<file path="src/hdl/adc_seq_pkg.sv">
package adc_seq_pkg;
	// register addresses (plain port, no offsets documented)
	localparam logic [2:0] ADDR_CONTROL_0   = 3'h0;
	localparam logic [2:0] ADDR_CONTROL_1   = 3'h1;
	localparam logic [2:0] ADDR_CONTROL_2   = 3'h2;
	localparam logic [2:0] ADDR_RESULT_HIGH = 3'h3;
	localparam logic [2:0] ADDR_RESULT_LOW  = 3'h4;
	localparam logic [2:0] ADDR_STATUS      = 3'h5;

	localparam int BIT_ENABLE  = 0;
	localparam int BIT_GO      = 1;
	localparam int CHS_LSB     = 2;
	localparam int CHS_MSB     = 6;
	localparam int PREF_LSB    = 0;
	localparam int PREF_MSB    = 1;
	localparam int CCS_LSB     = 4;
	localparam int CCS_MSB     = 6;
	localparam int BIT_FORMAT  = 7;
	localparam int TRIG_LSB    = 4;
	localparam int TRIG_MSB    = 7;

	localparam logic [7:0] CTRL_RESET = 8'h00;
	localparam logic [7:0] MASK_CTRL0 = 8'h7F;
	localparam logic [7:0] MASK_CTRL1 = 8'hF3;
	localparam logic [7:0] MASK_CTRL2 = 8'hF0;

	localparam logic [4:0] CH_LAST_INPUT = 5'h03;
	localparam logic [4:0] CH_TEMP       = 5'h1D;
	localparam logic [4:0] CH_DAC        = 5'h1E;
	localparam logic [4:0] CH_FIXED_REF  = 5'h1F;

	localparam logic [1:0] PREF_SUPPLY   = 2'h0;
	localparam logic [1:0] PREF_EXTERNAL = 2'h2;

	localparam logic [3:0] TRIG_NONE   = 4'h0;
	localparam logic [3:0] TRIG_T0     = 4'h3;
	localparam logic [3:0] TRIG_T1     = 4'h4;
	localparam logic [3:0] TRIG_T2     = 4'h5;
	localparam logic [3:0] TRIG_CMP1   = 4'h6;
	localparam logic [3:0] TRIG_LC1    = 4'h8;
	localparam logic [3:0] TRIG_LC2    = 4'h9;

	// conversion length in half bit periods: 11.5 periods
	localparam int HALF_PERIODS_X2 = 23;
	localparam int RESULT_BITS     = 10;
	localparam logic [4:0] HALF_LAST = 5'h16;

	typedef enum logic [1:0] {
		SRC_NONE,
		SRC_SYSCLK,
		SRC_RC
	} clk_src_e;

	typedef struct packed {
		logic       timer0_wrap;
		logic       timer1_wrap;
		logic       timer2_period_hit;
		logic       comparator1_synced;
		logic       logic_cell1_output;
		logic       logic_cell2_output;
	} trig_s;

	typedef struct packed {
		logic [2:0] addr;
		logic [7:0] wdata;
		logic       wr;
		logic       rd;
	} bus_req_s;
endpackage

</file>
<file path="src/hdl/adc_control_sequencer.sv">
// Function
// - codes 0 to 3 route analog inputs 0-3, codes 4 to 28 connect nothing
// - codes 29, 30, 31 route temperature, dac output, fixed reference buffer
// - writing one to go starts conversion; go reads one while converting
// - go clears itself when conversion completes
// - enable bit 0 powers converter; cleared means converter off
// - format one: right justified, upper six high bits zero
// - format zero: left justified, lower six low bits zero
// - left: result 9..2 in high, 1..0 in low bits 7-6
// - right: result 9..8 in high bits 1-0, 7..0 in low
// - clock field codes 0,1,2,4,5,6 divide system clock by 2,8,32,4,16,64
// - clock field codes 3 and 7 select internal rc clock
// - reference code 00 supply, 10 external pin, others reserved
// - trigger field selects none, timers, comparator or logic cells
// - only a rising edge of the selected trigger starts conversion
// - timer 0 and 1 wrap pulses set their own interrupt flags
// - unimplemented control bits read as zero
// - control fields reset to zero; results keep contents across reset
// - completion sets done flag, updates results, clears go
// - clearing go early loads partial result, rest copy last bit
// - trigger rising edge sets go by hardware
// - full conversion lasts 11.5 bit periods
//
// Local design decisions: the strobed register port and the address map.
`timescale 1ns/1ps
`default_nettype none
module adc_control_sequencer
	import adc_seq_pkg::*;
(
	input  wire logic       clk_in,
	input  wire logic       reset_in,
	input  wire logic [2:0] addr_in,
	input  wire logic [7:0] wdata_in,
	input  wire logic       wr_in,
	input  wire logic       rd_in,
	output logic      [7:0] rdata_out,
	input  wire trig_s      trig_in,
	input  wire logic       rc_clock_in,
	input  wire logic       compare_in,
	output logic            sample_out,
	output logic      [3:0] analog_input_sel_out,
	output logic            temp_sel_out,
	output logic            dac_sel_out,
	output logic            fixed_ref_sel_out,
	output logic            pos_ref_external_out,
	output logic            converter_power_out,
	output logic            conversion_done_flag_out,
	output logic            timer0_flag_out,
	output logic            timer1_flag_out
);
	bus_req_s   req;
	logic [7:0] ctrl0_ff, ctrl1_ff, ctrl2_ff;
	logic [7:0] res_hi_ff, res_lo_ff;
	logic       busy_ff;
	logic [4:0] half_ff;
	logic [9:0] sar_ff;
	logic [3:0] bit_idx_ff;
	logic       last_bit_ff;
	logic [5:0] div_cnt_ff;
	logic       tick;
	logic [5:0] div_limit;
	clk_src_e   src;
	logic [5:0] trig_s1_ff, trig_s2_ff, trig_prev_ff;
	logic       rc_s1_ff, rc_s2_ff, rc_prev_ff;
	logic       cmp_s1_ff, cmp_s2_ff;
	logic       trig_sel, trig_prev_sel, trig_edge;
	logic       sw_go, sw_abort, start, finish, abort;
	logic [9:0] partial;
	logic [9:0] load_val;
	logic       load;
	logic       enable;
	logic       done_flag_ff, t0_flag_ff, t1_flag_ff;

	assign req = '{addr: addr_in, wdata: wdata_in, wr: wr_in, rd: rd_in};
	assign enable = ctrl0_ff[BIT_ENABLE];

	// synchronisers for outside signals
	always_ff @(posedge clk_in or posedge reset_in) begin
		if (reset_in) begin
			trig_s1_ff   <= '0;
			trig_s2_ff   <= '0;
			trig_prev_ff <= '0;
			rc_s1_ff     <= 1'b0;
			rc_s2_ff     <= 1'b0;
			rc_prev_ff   <= 1'b0;
			cmp_s1_ff    <= 1'b0;
			cmp_s2_ff    <= 1'b0;
		end else begin
			trig_s1_ff   <= trig_in;
			trig_s2_ff   <= trig_s1_ff;
			trig_prev_ff <= trig_s2_ff;
			rc_s1_ff     <= rc_clock_in;
			rc_s2_ff     <= rc_s1_ff;
			rc_prev_ff   <= rc_s2_ff;
			cmp_s1_ff    <= compare_in;
			cmp_s2_ff    <= cmp_s1_ff;
		end
	end

	always_comb begin
		case (ctrl2_ff[TRIG_MSB:TRIG_LSB])
			TRIG_T0: begin
				trig_sel      = trig_s2_ff[5];
				trig_prev_sel = trig_prev_ff[5];
			end
			TRIG_T1: begin
				trig_sel      = trig_s2_ff[4];
				trig_prev_sel = trig_prev_ff[4];
			end
			TRIG_T2: begin
				trig_sel      = trig_s2_ff[3];
				trig_prev_sel = trig_prev_ff[3];
			end
			TRIG_CMP1: begin
				trig_sel      = trig_s2_ff[2];
				trig_prev_sel = trig_prev_ff[2];
			end
			TRIG_LC1: begin
				trig_sel      = trig_s2_ff[1];
				trig_prev_sel = trig_prev_ff[1];
			end
			TRIG_LC2: begin
				trig_sel      = trig_s2_ff[0];
				trig_prev_sel = trig_prev_ff[0];
			end
			default: begin
				trig_sel      = 1'b0;
				trig_prev_sel = 1'b0;
			end
		endcase
	end

	assign trig_edge = trig_sel & ~trig_prev_sel;

	assign sw_go    = req.wr && req.addr == ADDR_CONTROL_0 &&
		req.wdata[BIT_GO];
	assign sw_abort = req.wr && req.addr == ADDR_CONTROL_0 &&
		!req.wdata[BIT_GO] && busy_ff;
	assign start  = !busy_ff && enable && (sw_go || trig_edge);
	assign finish = busy_ff && tick && half_ff == HALF_LAST;
	// abort on software clear or power off
	assign abort  = busy_ff && !finish && (sw_abort || !enable);

	always_comb begin
		case (ctrl1_ff[CCS_MSB:CCS_LSB])
			3'h0: begin
				src = SRC_SYSCLK;
				div_limit = 6'h00;
			end
			3'h1: begin
				src = SRC_SYSCLK;
				div_limit = 6'h03;
			end
			3'h2: begin
				src = SRC_SYSCLK;
				div_limit = 6'h0F;
			end
			3'h4: begin
				src = SRC_SYSCLK;
				div_limit = 6'h01;
			end
			3'h5: begin
				src = SRC_SYSCLK;
				div_limit = 6'h07;
			end
			3'h6: begin
				src = SRC_SYSCLK;
				div_limit = 6'h1F;
			end
			3'h3, 3'h7: begin
				src = SRC_RC;
				div_limit = 6'h00;
			end
			default: begin
				src = SRC_NONE;
				div_limit = 6'h00;
			end
		endcase
	end

	// half bit period tick: every divide/2 system clocks, or each rc edge
	always_ff @(posedge clk_in or posedge reset_in) begin
		if (reset_in)
			div_cnt_ff <= '0;
		else if (!busy_ff || src != SRC_SYSCLK || div_cnt_ff == div_limit)
			div_cnt_ff <= '0;
		else
			div_cnt_ff <= div_cnt_ff + 6'h01;
	end

	always_comb begin
		case (src)
			SRC_SYSCLK: tick = busy_ff && div_cnt_ff == div_limit;
			SRC_RC:     tick = busy_ff && (rc_s2_ff ^ rc_prev_ff);
			default:    tick = 1'b0;
		endcase
	end

	// successive approximation sequence
	always_ff @(posedge clk_in or posedge reset_in) begin
		if (reset_in) begin
			busy_ff     <= 1'b0;
			half_ff     <= '0;
			sar_ff      <= '0;
			bit_idx_ff  <= '0;
			last_bit_ff <= 1'b0;
		end else if (start) begin
			busy_ff     <= 1'b1;
			half_ff     <= '0;
			sar_ff      <= '0;
			bit_idx_ff  <= 4'(RESULT_BITS - 1);
			last_bit_ff <= 1'b0;
		end else if (finish || abort) begin
			busy_ff <= 1'b0;
		end else if (tick) begin
			half_ff <= half_ff + 5'h01;
			// decide one bit on every odd half period after the first
			if (half_ff[0] && half_ff > 5'h01 &&
				bit_idx_ff < 4'(RESULT_BITS)) begin
				sar_ff[bit_idx_ff] <= cmp_s2_ff;
				last_bit_ff        <= cmp_s2_ff;
				bit_idx_ff         <= bit_idx_ff - 4'h1;
			end
		end
	end

	// unresolved bits copy the last resolved bit
	always_comb begin
		partial = sar_ff;
		for (int i = 0; i < RESULT_BITS; i++) begin
			if (bit_idx_ff < 4'(RESULT_BITS) && i <= int'(bit_idx_ff))
				partial[i] = last_bit_ff;
		end
	end

	assign load     = finish || abort;
	assign load_val = finish ? sar_ff : partial;
	assign sample_out = busy_ff && half_ff < 5'h02;

	// control registers
	always_ff @(posedge clk_in or posedge reset_in) begin
		if (reset_in) begin
			ctrl0_ff <= CTRL_RESET;
			ctrl1_ff <= CTRL_RESET;
			ctrl2_ff <= CTRL_RESET;
		end else begin
			if (req.wr && req.addr == ADDR_CONTROL_1)
				ctrl1_ff <= req.wdata & MASK_CTRL1;
			if (req.wr && req.addr == ADDR_CONTROL_2)
				ctrl2_ff <= req.wdata & MASK_CTRL2;
			if (req.wr && req.addr == ADDR_CONTROL_0) begin
				// go bit via write, kept only if a start is accepted or a conversion is running
				ctrl0_ff <= req.wdata & MASK_CTRL0 & ~8'h02;
				ctrl0_ff[BIT_GO] <= start || (busy_ff && !abort &&
					!finish);
			end else begin
				ctrl0_ff[BIT_GO] <= start || (busy_ff && !abort &&
					!finish);
			end
		end
	end

	always_ff @(posedge clk_in) begin
		if (load) begin
			if (ctrl1_ff[BIT_FORMAT]) begin
				res_hi_ff <= {6'h00, load_val[9:8]};
				res_lo_ff <= load_val[7:0];
			end else begin
				res_hi_ff <= load_val[9:2];
				res_lo_ff <= {load_val[1:0], 6'h00};
			end
		end else begin
			if (req.wr && req.addr == ADDR_RESULT_HIGH)
				res_hi_ff <= req.wdata;
			if (req.wr && req.addr == ADDR_RESULT_LOW)
				res_lo_ff <= req.wdata;
		end
	end

	// sticky flags, set wins over clear
	always_ff @(posedge clk_in or posedge reset_in) begin
		if (reset_in) begin
			done_flag_ff <= 1'b0;
			t0_flag_ff   <= 1'b0;
			t1_flag_ff   <= 1'b0;
		end else begin
			if (req.wr && req.addr == ADDR_STATUS) begin
				done_flag_ff <= done_flag_ff & ~req.wdata[0];
				t0_flag_ff   <= t0_flag_ff & ~req.wdata[1];
				t1_flag_ff   <= t1_flag_ff & ~req.wdata[2];
			end
			if (load)
				done_flag_ff <= 1'b1;
			if (trig_s2_ff[5] && !trig_prev_ff[5])
				t0_flag_ff <= 1'b1;
			if (trig_s2_ff[4] && !trig_prev_ff[4])
				t1_flag_ff <= 1'b1;
		end
	end

	// read data, unimplemented bits masked to zero
	always_ff @(posedge clk_in or posedge reset_in) begin
		if (reset_in)
			rdata_out <= '0;
		else if (req.rd) begin
			case (req.addr)
				ADDR_CONTROL_0:   rdata_out <= ctrl0_ff & MASK_CTRL0;
				ADDR_CONTROL_1:   rdata_out <= ctrl1_ff & MASK_CTRL1;
				ADDR_CONTROL_2:   rdata_out <= ctrl2_ff & MASK_CTRL2;
				ADDR_RESULT_HIGH: rdata_out <= res_hi_ff;
				ADDR_RESULT_LOW:  rdata_out <= res_lo_ff;
				ADDR_STATUS:      rdata_out <= {5'h00, t1_flag_ff,
					t0_flag_ff, done_flag_ff};
				default:          rdata_out <= '0;
			endcase
		end else
			rdata_out <= '0;
	end

	always_comb begin
		analog_input_sel_out = '0;
		if (ctrl0_ff[CHS_MSB:CHS_LSB] <= CH_LAST_INPUT)
			analog_input_sel_out[ctrl0_ff[CHS_LSB+1:CHS_LSB]] = 1'b1;
	end
	assign temp_sel_out      = ctrl0_ff[CHS_MSB:CHS_LSB] == CH_TEMP;
	assign dac_sel_out       = ctrl0_ff[CHS_MSB:CHS_LSB] == CH_DAC;
	assign fixed_ref_sel_out = ctrl0_ff[CHS_MSB:CHS_LSB] == CH_FIXED_REF;
	// external reference only for code 10
	assign pos_ref_external_out =
		ctrl1_ff[PREF_MSB:PREF_LSB] == PREF_EXTERNAL;
	assign converter_power_out      = enable;
	assign conversion_done_flag_out = done_flag_ff;
	assign timer0_flag_out          = t0_flag_ff;
	assign timer1_flag_out          = t1_flag_ff;
endmodule
`default_nettype wire

</file>
<file path="config.mk">
export PLATFORM = sky130hd
export DESIGN_NAME = adc_control_sequencer
export DESIGN_NICKNAME = d
export VERILOG_FILES = /design/src/hdl/adc_seq_pkg.sv /design/src/hdl/adc_control_sequencer.sv
export SDC_FILE = /design/constraint.sdc
export NUM_CORES = 1
export LEC_CHECK = 0
export BUFFER_PORTS_ARGS = -buffer_cell sky130_fd_sc_hd__buf_2
export CAP_MARGIN = 20
export CORE_ASPECT_RATIO = 1.2
export CORE_UTILIZATION = 55
export DETAILED_ROUTE_END_ITERATION = 16
export PLACE_DENSITY = 0.75
export SYNTH_ARGS = -nofsm -noshare
export SYNTH_HDL_FRONTEND = slang
export SYNTH_SLANG_ARGS = --single-unit
export TNS_END_PERCENT = 5
</file>
<file path="constraint.sdc">
create_clock -name clk_in -period 3.7 [get_ports clk_in]
set_clock_uncertainty 0.15 [all_clocks]
set_input_delay 0.37 -clock clk_in [delete_from_list [all_inputs] [get_ports clk_in]]
set_output_delay 0.37 -clock clk_in [all_outputs]
set_load 0.005 [all_outputs]
</file>
Word-level counts from Yosys, hierarchy flattened
Memory sizes are Yosys's and may differ from the RTL's.
Cells that the tools add are included.
{"block": "word_totals", "reg_bits": 94, "rom_bits": 56, "in_bits": 23, "out_inout_bits": 21, "wordCells": 186, "memories": 1}
{"memory": "(no name shown)", "words": 8, "word_bits": 7, "read_ports": 1, "rd_ports_with_merged_regs": 0, "write_ports": 0, "line_no": "adc_control_sequencer.sv:145", "source": "case (ctrl1_ff[CCS_MSB:CCS_LSB])"}
{"block": "op_classes", "addsub": 3, "order_cmp": 17, "eq_ne": 21, "muxes": 52, "n_bitwise": 9, "reduce_logical": 59}
{"cell": "8-bit 2-to-1 mux", "n": 7}
{"cell": "10-bit 2-to-1 mux", "n": 5}
{"cell": "8-bit case mux with 6 select lines", "n": 1}
{"cell": "1-bit logical AND", "n": 35}
{"cell": "1-bit 2-to-1 mux", "n": 24}
{"cell": "5-bit == test (second input constant)", "n": 4}
{"cell": "4-bit 2-to-1 mux", "n": 5}
{"cell": "3-bit by 4-bit less-or-equal comparator with 1-bit output (first input constant)", "n": 4}
{"cell": "2-bit nonzero test", "n": 8}
{"cell": "5-bit 2-to-1 mux", "n": 3}
{"cell": "4-bit by 3-bit == test with 1-bit output (second input constant)", "n": 3}
{"cell": "1-bit case mux with 6 select lines", "n": 2}
{"cell": "10-bit bitwise mux", "n": 1}
{"cell": "4-bit == test (second input constant)", "n": 2}
{"cell": "2-bit by 4-bit less-or-equal comparator with 1-bit output (first input constant)", "n": 2}
{"cell": "4-bit less-or-equal comparator (first input constant)", "n": 2}
{"cell": "1-bit zero test", "n": 7}
{"cell": "6-bit by 1-bit adder with 6-bit output (second input constant)", "n": 1}
{"cell": "3-bit by 2-bit == test with 1-bit output (second input constant)", "n": 2}
{"cell": "3-bit == test (second input constant)", "n": 2}
{"cell": "6-bit == test", "n": 1}
{"cell": "1-bit logical OR", "n": 6}
{"cell": "6-bit 2-to-1 mux", "n": 1}
{"cell": "5-bit by 1-bit adder with 5-bit output (second input constant)", "n": 1}
{"cell": "other kinds (25)", "n": 32}

Depth between registers and ports, before layout
Gate-level depths: netlist of run 1.
An unclocked memory read counts as a cell.
{"block": "logic_depth", "ltp_word": 13, "ltp_mapped": 10}

Worst setup path after synthesis of run 1
OpenSTA, ideal clock, no wires.
{"block": "synth_timing", "kind": "register -> register", "startpoint": "reg ctrl1_ff[4]", "endpoint": "reg res_hi_ff[0] (enable)", "arrival_time_ns": 2.242, "t_required_ns": 3.166, "slack_ns": 0.924, "stages_incl_launch_ff": 10, "path_cell_list": "dfrtp_1 -> inv_1 -> ha_1 -> xor2_1 -> o2111ai_1 -> and2_1 -> nor4_2 -> o21ai_1 -> clkbuf_1 -> o21ai_0"}
{"block": "synth_between", "elab_chain_len": 11, "elab_cells_between_ends": 13}
{"item": "start: declaration", "line_no": "adc_control_sequencer.sv:52", "source": "logic [7:0] ctrl0_ff, ctrl1_ff, ctrl2_ff;"}
{"item": "start signal: assignment", "line_no": "adc_control_sequencer.sv:248", "source": "ctrl1_ff <= req.wdata & MASK_CTRL1;"}
{"item": "memory read 8 x 7 bit *"}
{"item": "6-bit == test", "line_no": "adc_control_sequencer.sv:193", "source": "SRC_SYSCLK: tick = busy_ff && div_cnt_ff == div_limit;"}
{"item": "1-bit logical AND", "line_no": "adc_control_sequencer.sv:193"}
{"item": "1-bit case mux with 2 select lines *", "line_no": "adc_control_sequencer.sv:192", "source": "case (src)"}
{"item": "1-bit logical AND * (2 in a row)", "line_no": "adc_control_sequencer.sv:140", "source": "assign finish = busy_ff && tick && half_ff == HALF_LAST;"}
{"item": "1-bit zero test", "line_no": "adc_control_sequencer.sv:142", "source": "assign abort = busy_ff && !finish && (sw_abort || !enable);"}
{"item": "1-bit logical AND (2 in a row)", "line_no": "adc_control_sequencer.sv:142"}
{"item": "1-bit logical OR *", "line_no": "adc_control_sequencer.sv:236", "source": "assign load = finish || abort;"}
{"item": "2-bit nonzero test (no source line) *"}
{"item": "end signal: assignment", "line_no": "adc_control_sequencer.sv:266", "source": "res_hi_ff <= {6'h00, load_val[9:8]};"}
{"item": "end signal: assignment", "line_no": "adc_control_sequencer.sv:269", "source": "res_hi_ff <= load_val[9:2];"}
{"item": "end signal: assignment", "line_no": "adc_control_sequencer.sv:274", "source": "res_hi_ff <= req.wdata;"}
{"item": "end: declaration", "line_no": "adc_control_sequencer.sv:53", "source": "logic [7:0] res_hi_ff, res_lo_ff;"}
Every way passes the cells marked *; elsewhere a longest branch is shown, timed or not.
A chain may end at the register's enable or synchronous reset.

Final worst setup path of run 1
{"block": "layout_timing", "startpoint": "reg ctrl1_ff[4]", "endpoint": "reg res_hi_ff[3] (enable)"}
The elaborated chain is that of the path after synthesis.

==> results of run 1 <==
[final timing paths]
kind | to | slack, ps | depth (start not counted)
min in group clk_in | rdata_out[4]$_DFF_PP0_ | 80 | 2
max in group asynchronous | ctrl0_ff[1]$_DFF_PP0_ | 2570 | 3
setup / recovery | res_hi_ff[3]$_DFFE_PP_ | 400 | 8
setup reg to reg | res_hi_ff[3]$_DFFE_PP_ | 400 | 8
hold / removal | trig_prev_ff[5]$_DFF_PP0_ | -10 | 2
hold reg to reg | cmp_s2_ff$_DFF_PP0_ | 210 | 0
[metrics by stage]
stage	cell area (um2)	hold WS, ps	instances	utilization, %
2_1_floorplan	4850	181	463	-
3_3_place_gp	5140	181	605	60.1
3_5_place_dp	5140	186	605	60.1
4_1_cts	5420	9.04	629	63.3
5_1_grt	5420	68.6	630	63.3
6_report	5420	-12.0	630	63.3
[sequential cells by signal, indices dropped and copies added, names as in the netlist, 4 cells and up]
signal and count:
sar_ff 10, res_hi_ff 8, trig_s2_ff 6, trig_s1_ff 6, res_lo_ff 8, bit_idx_ff 4
half_ff 5, ctrl0_ff 7, ctrl1_ff 6, div_cnt_ff 6, trig_prev_ff 6, rdata_out 8
ctrl2_ff 4
[power by group]
part | internal, uW | total, uW | switching [uW]
Combinational | 276 | 639 | 363
Clock | 318 | 692 | 374
Sequential | 1160 | 1310 | 146
[worst max-delay path, cell delays in order (launching register included)]
cell	delay (ps)
dfrtp_1	400
inv_1	70
ha_1	380
xor2_1	210
o211ai_1	170
and2_1	250
nor4_2	70
o21ai_1	610
o21ai_0	590
[per-layer routing]
metal	track usage (%)	part of all wire, %	up-vias
li1	-	-	1736
met1	32.3	43	1735
met2	39.5	49	102
met3	3.40	3.8	24
met4	12.8	3.9	0
met5	0	0	-
[layout by cell type, fill, tap and decap left out, drive strengths merged, types with 16 or more instances in the layout]
cell / netlist / layout
nor2: 48 / 48
o21ai: 22 / 22
inv: 16 / 18
buf: 8 / 47
edfxtp: 16 / 16
nand2: 47 / 47
a21oi: 19 / 19
mux2i: 28 / 28
dfrtp: 78 / 78
[cell type report]
class                      instances  area [um2]
fill                             698        3140
sequential                        94        2430
multi-input combinational        331        2260
timing repair buffer              56         330
tap                              117         146
clock buffer                      10         128
clock inverter                     6        67.6
inverter                          16        61.3
[kinds of logic after synthesis]
group                    synth area share [%]
XOR/XNOR                                 2.71
AO/OA/AOI/OAI                            11.9
buffers and inverters                    3.20
flip-flops                               50.2
adder cells (fa/ha/maj)                  2.84
multiplexers                             10.4
AND/OR/NAND/NOR                          18.7
==> results.md, run 1 <==
- Final Cycle Share: between 80% and 90%
- Number of synthesized register bits: between 90 and 100
- Final worst slack: 396 ps
- Area growth syn-to-layout: 11.9%
- Period minus WS final: 3300 ps
- Setup violators final: 0
- Synth async-reset ratio: 83.0%
- Detailed Routing Iterations Pass 1: 4
- VDD IR max: ~430 uV
- Setup bufs post-CTS: 0
- Final wirelength: 10400 um
- CTS Buf Count: 9
- # nets final: ~540
- Post-synthesis cell count: roughly 460
- Via count: 3597
- Number of diodes: 0
- Crit path launch: ctrl1_ff[4]$_DFFE_PP0P_
- Max-slew violation count: 0
- Worst Path Arrival: 3140 ps
- Average footprint of a synthesized cell: 10.5 um2
- I/O pin cnt: 44
- GP Congestion: 0.905
- Antenna violations before repair: 0
- Req. time, crit path: 3530 ps
- Wire length of the first global-routing pass: between 15000 and 20000 um
- Crit path max fanout: 11
- Fraction of layout instances using a drive strength above 1: between 10% and 20%
- Cell with the most instances after synthesis: dfrtp_1
- Post-synth top area share: 40.3%
- Die span in y: 105 um
- Vias in the first global route: 3485
- Final hold violations: 47
- Worst Max-Slew Pin Slew: 1010 ps
- HP Class: in2async
- Die area: 0.00919 mm2
- Core area: 0.00856 mm2
- WL/cell: 16.5 um
- Number of synthesized flops with an enable pin: 16
- Vias per cell: 5.71
- Outcome: complete, but fails checks
- PwrDens: 487 mW/mm2
- CTS tree: yes
- Hold Buf Count CTS: 8
- Synth area leaders: dfrtp_1 (40%), edfxtp_1 (9.9%), mux2i_1 (5.8%), nor2_1 (3.7%), nand2_1 (3.6%)
- CTS Buffer Depth: 2
- Die extent in x: around 88 um
- # DRC: 0
- Clk Tree Root Cell: clkbuf_8
- Total power: between 2000 and 3000 uW
- Largest net degree at the start of global routing: 54
- Clock edge transition at the registers on the reported setup and hold paths: 90 ps
- Yosys warns: 0
- Rows: 37
- Port Buffer Count: between 40 and 50
- Slew Limit Headroom: between 30% and 40%
- Synth Net Count: 497
- RSZ-0062 raised after global routing: no
- Post-DP HPWL: 7560 um
- Clock latency on the worst-skew pair: approximately 380 ps
- P_leak: roughly 0.0024 uW
- Hold Slack: -12.0 ps
- Critical path class: reg2reg
- Distinct cells, synth: 57
- H-tree depth: 3
- Synth cell count leaders: dfrtp_1 (78), nor2_1 (48), nand2_1 (47), mux2i_1 (28), a21oi_1 (19)
- Synthesized cell area: between 0.004 and 0.005 mm2
- Setup TNS: 0 ps
- Post-CTS Resized: 0
- Max Clock Freq: a little over 300 MHz
- Clock sink total: 94
- Cell taking the most area after synthesis: dfrtp_1
- Top FF cell, synth: dfrtp_1
- CP startpoint kind: register
- Seq/Total Area, Yosys: between 50% and 60%
- Critical R2R Launch: ctrl1_ff[4]$_DFFE_PP0P_
- Final ANT Viol Nets: 0
- Failing checks: negative hold slack
- Placement Setup Slack: approximately 450 ps
- Violation count after the first detailed-route iteration: 205
- Total track usage: between 20% and 30%
- CP endpoint kind: register
- Initial core utilization: 56.6%
- Grt ovf: 0
- Max-cap viol count: 0
Power figures use the tool's default switching activity.
==> inputs of run 2 (changes only) <==
CORE_MARGIN = 2   (was not set)
==> run 2 against run 1 <==
  * The flow now finishes without violations
  * Die area is 4.2% higher
  * First-iteration DRC count grew 43%
  * Count of clock-buffer cells in the layout up 1
  * Fmax rose by 1.1%
  * Sequential power about the same
  * Hold slack better by 84 ps
  * Clock power rose by 6.5%
  * Combinational power increased by 0.9%
  * Sequential share of layout area down 0.40 points
  * Via count is 0.56% lower
  * Setup slack improved by 36 ps
  * Sequential cell count did not move
==> results.md, run 2 (synthesized netlist as in run 1, its figures left out) <==
- Clock latency on the worst-skew pair: 380 ps (about the same)
- VDD IR max: 296 uV (-31%)
- CTS tree: yes
- Final ANT Viol Nets: 0 (unchanged)
- # nets final: 544 (+0.37%)
- Sequential share of power: 48.6% (-1.0 points)
- Worst Path Arrival: 3100 ps (-40 ps)
- Clk network pwr share: 27.4% (+1.2 points)
- Die area: 0.00958 mm2 (+4.2%)
- Final wirelength: 10600 um (+2.2%)
- Vias per cell: 5.66 (-0.87%)
- WL/cell: 16.8 um (+1.8%)
- Max-slew violation count: 0 (unchanged)
- CP endpoint kind: register
- Final design area excluding fillers: 0.00547 mm2 (+0.90%)
- Critical path class: reg2reg
- Largest net degree at the start of global routing: 65 (+20%)
- Post-DP HPWL: 7610 um (+0.70%)
- Vias in the first global route: 3669 (+5.3%)
- Rows: 37 (unchanged)
- Number of flip-flops in the largest register: 10 (unchanged)
- P_leak: 0.00239 uW (+0.92%)
- Fraction of layout instances using a drive strength above 1: 18.3% (+0.12 points)
- # DRC: 0 (unchanged)
- RSZ-0062 raised after global routing: no
- Most frequent cells in the layout: dfrtp_1 (78), nor2_1 (48), nand2_1 (47)
- Clk Tree Root Cell: clkbuf_8
- Slew Limit Headroom: 28.9% (-2.9 points)
- Die extent in x: 89.7 um (+2.3%)
- Crit path max fanout: 11 (unchanged)
- Clock edge transition at the registers on the reported setup and hold paths: 100 ps (about the same)
- Antenna violations before repair: 0 (unchanged)
- Most common cell after layout, fill and taps aside: dfrtp_1
- GP Congestion: 0.886 (-2.1%)
- Switching Power: 890 uW (+0.69%)
- Max-cap viol count: 0 (unchanged)
- Final hold violations: 0 (-100%)
- H-tree depth: 3 (unchanged)
- CTS Buf Count: 9 (unchanged)
- PwrDens: 492 mW/mm2 (+0.99%)
- Worst Max-Slew Pin Slew: 1060 ps (+43.0 ps)
- Initial core utilization: 56.6% (unchanged)
- Core area: 0.00856 mm2 (unchanged)
- Placement Setup Slack: 522 ps (+74.2 ps)
- Final Cycle Share: 88.3% (-0.97 points)
- Worst Reg-to-Reg Cells: 8 (unchanged)
- Setup violators final: 0 (unchanged)
- Sw Share: 33.1% (-0.40 points)
- CTS Buffer Depth: 2 (unchanged)
- I/O pin cnt: 44 (unchanged)
- Outcome: complete, no violations
- Post-CTS Resized: 0 (unchanged)
- DP Area: 0.00514 mm2 (unchanged)
- Max Clock Freq: 306 MHz (+1.1%)
- Die span in y: 107 um (+1.9%)
- Clock sink total: 94 (unchanged)
- Fillers: 677 (-3.0%)
- CP startpoint kind: register
- Register area: 0.00243 mm2 (unchanged)
- Hold Slack: 72.3 ps (+84.3 ps)
- Detailed Routing Iterations Pass 1: 4 (unchanged)
- Gate power share: 24.0% (-0.2 points)
- Port Buffer Count: 43 (unchanged)
- Setup TNS: 0 ps (unchanged)
- Worst reg-to-reg setup slack: 430 ps (+40 ps)
- Biggest register: sar_ff
- Period minus WS final: 3270 ps (-35.7 ps)
- Number of diodes: 0 (unchanged)
- Req. time, crit path: 3530 ps (about the same)
- Final worst slack: 431 ps (+35.7 ps)
- Violation count after the first detailed-route iteration: 293 (+43%)
- WHS Path Cells: 2
- Cell-internal power: 1800 uW (+2.5%)
- Multi-input logic area: 0.00226 mm2 (unchanged)
- Total track usage: 24.1% (-0.58 points)
- Area growth syn-to-layout: 12.9%
- Via count: 3577 (-0.56%)
- Grt ovf: 0 (unchanged)
- Wire length of the first global-routing pass: 17500 um (+2.2%)
- HP Class: in2reg
run 2: worst paths after layout:
kind | from | end
max | ctrl1_ff[4]$_DFFE_PP0P_ | res_hi_ff[6]$_DFFE_PP_
min | rd_in | rdata_out[4]$_DFF_PP0_
max reg2reg | ctrl1_ff[4]$_DFFE_PP0P_ | res_hi_ff[6]$_DFFE_PP_
min reg2reg | trig_s1_ff[5]$_DFF_PP0_ | trig_s2_ff[5]$_DFF_PP0_
max in group asynchronous | reset_in | half_ff[0]$_DFFE_PP0P_
min in group asynchronous | reset_in | trig_prev_ff[5]$_DFF_PP0_
run 2: power groups by stage:
stage / clock network (uW) / registers (uW) / logic [uW]
2_1_floorplan: 0 / 1250 / 532
6_report: 737 / 1310 / 645
4_1_cts: 754 / 1310 / 642
3_3_place_gp: 0 / 1320 / 610
5_1_grt: 797 / 1330 / 720
3_5_place_dp: 0 / 1330 / 628
run 2: what timing repair did:
item | 4_1_cts | 5_1_grt
hold buffers | 8 | 1
endpoints found under the hold margin | 8 | 23
setup buffers | 0 | 0
run 2: layout make-up:
type / instances / share of cell area (%)
clock buffers: 11 / 2.79
well taps: 117 / 2.67
flip-flops and latches: 94 / 44.4
multi-input cells: 331 / 41.3
clock inverters: 5 / 1.12
repair buffers: 58 / 6.58
inverters: 16 / 1.12
run 2: stage by stage:
step	instances	power, uW	utilization [%]
2_1_floorplan	463	1780	-
3_3_place_gp	605	1930	60.1
3_5_place_dp	605	1960	60.1
4_1_cts	629	2700	63.5
5_1_grt	632	2840	63.9
6_report	632	2690	63.9
run 2: routing by layer:
metal  GRT usage (%)  up-vias  routed length [um]
met1            30.0     1736                4340
li1                -     1726                   -
met5               0        -                   0
met2            40.0       98                5550
met3            4.16       17                 500
met4            11.3        0                 254
run 2: critical path, cell delays in order (launching register included):
cell and delay, ps:
dfrtp_1 390, inv_1 70, ha_1 380, xor2_1 210, o2111ai_1 140, and2_1 250
nor4_2 80, o21ai_1 600, o21ai_0 600
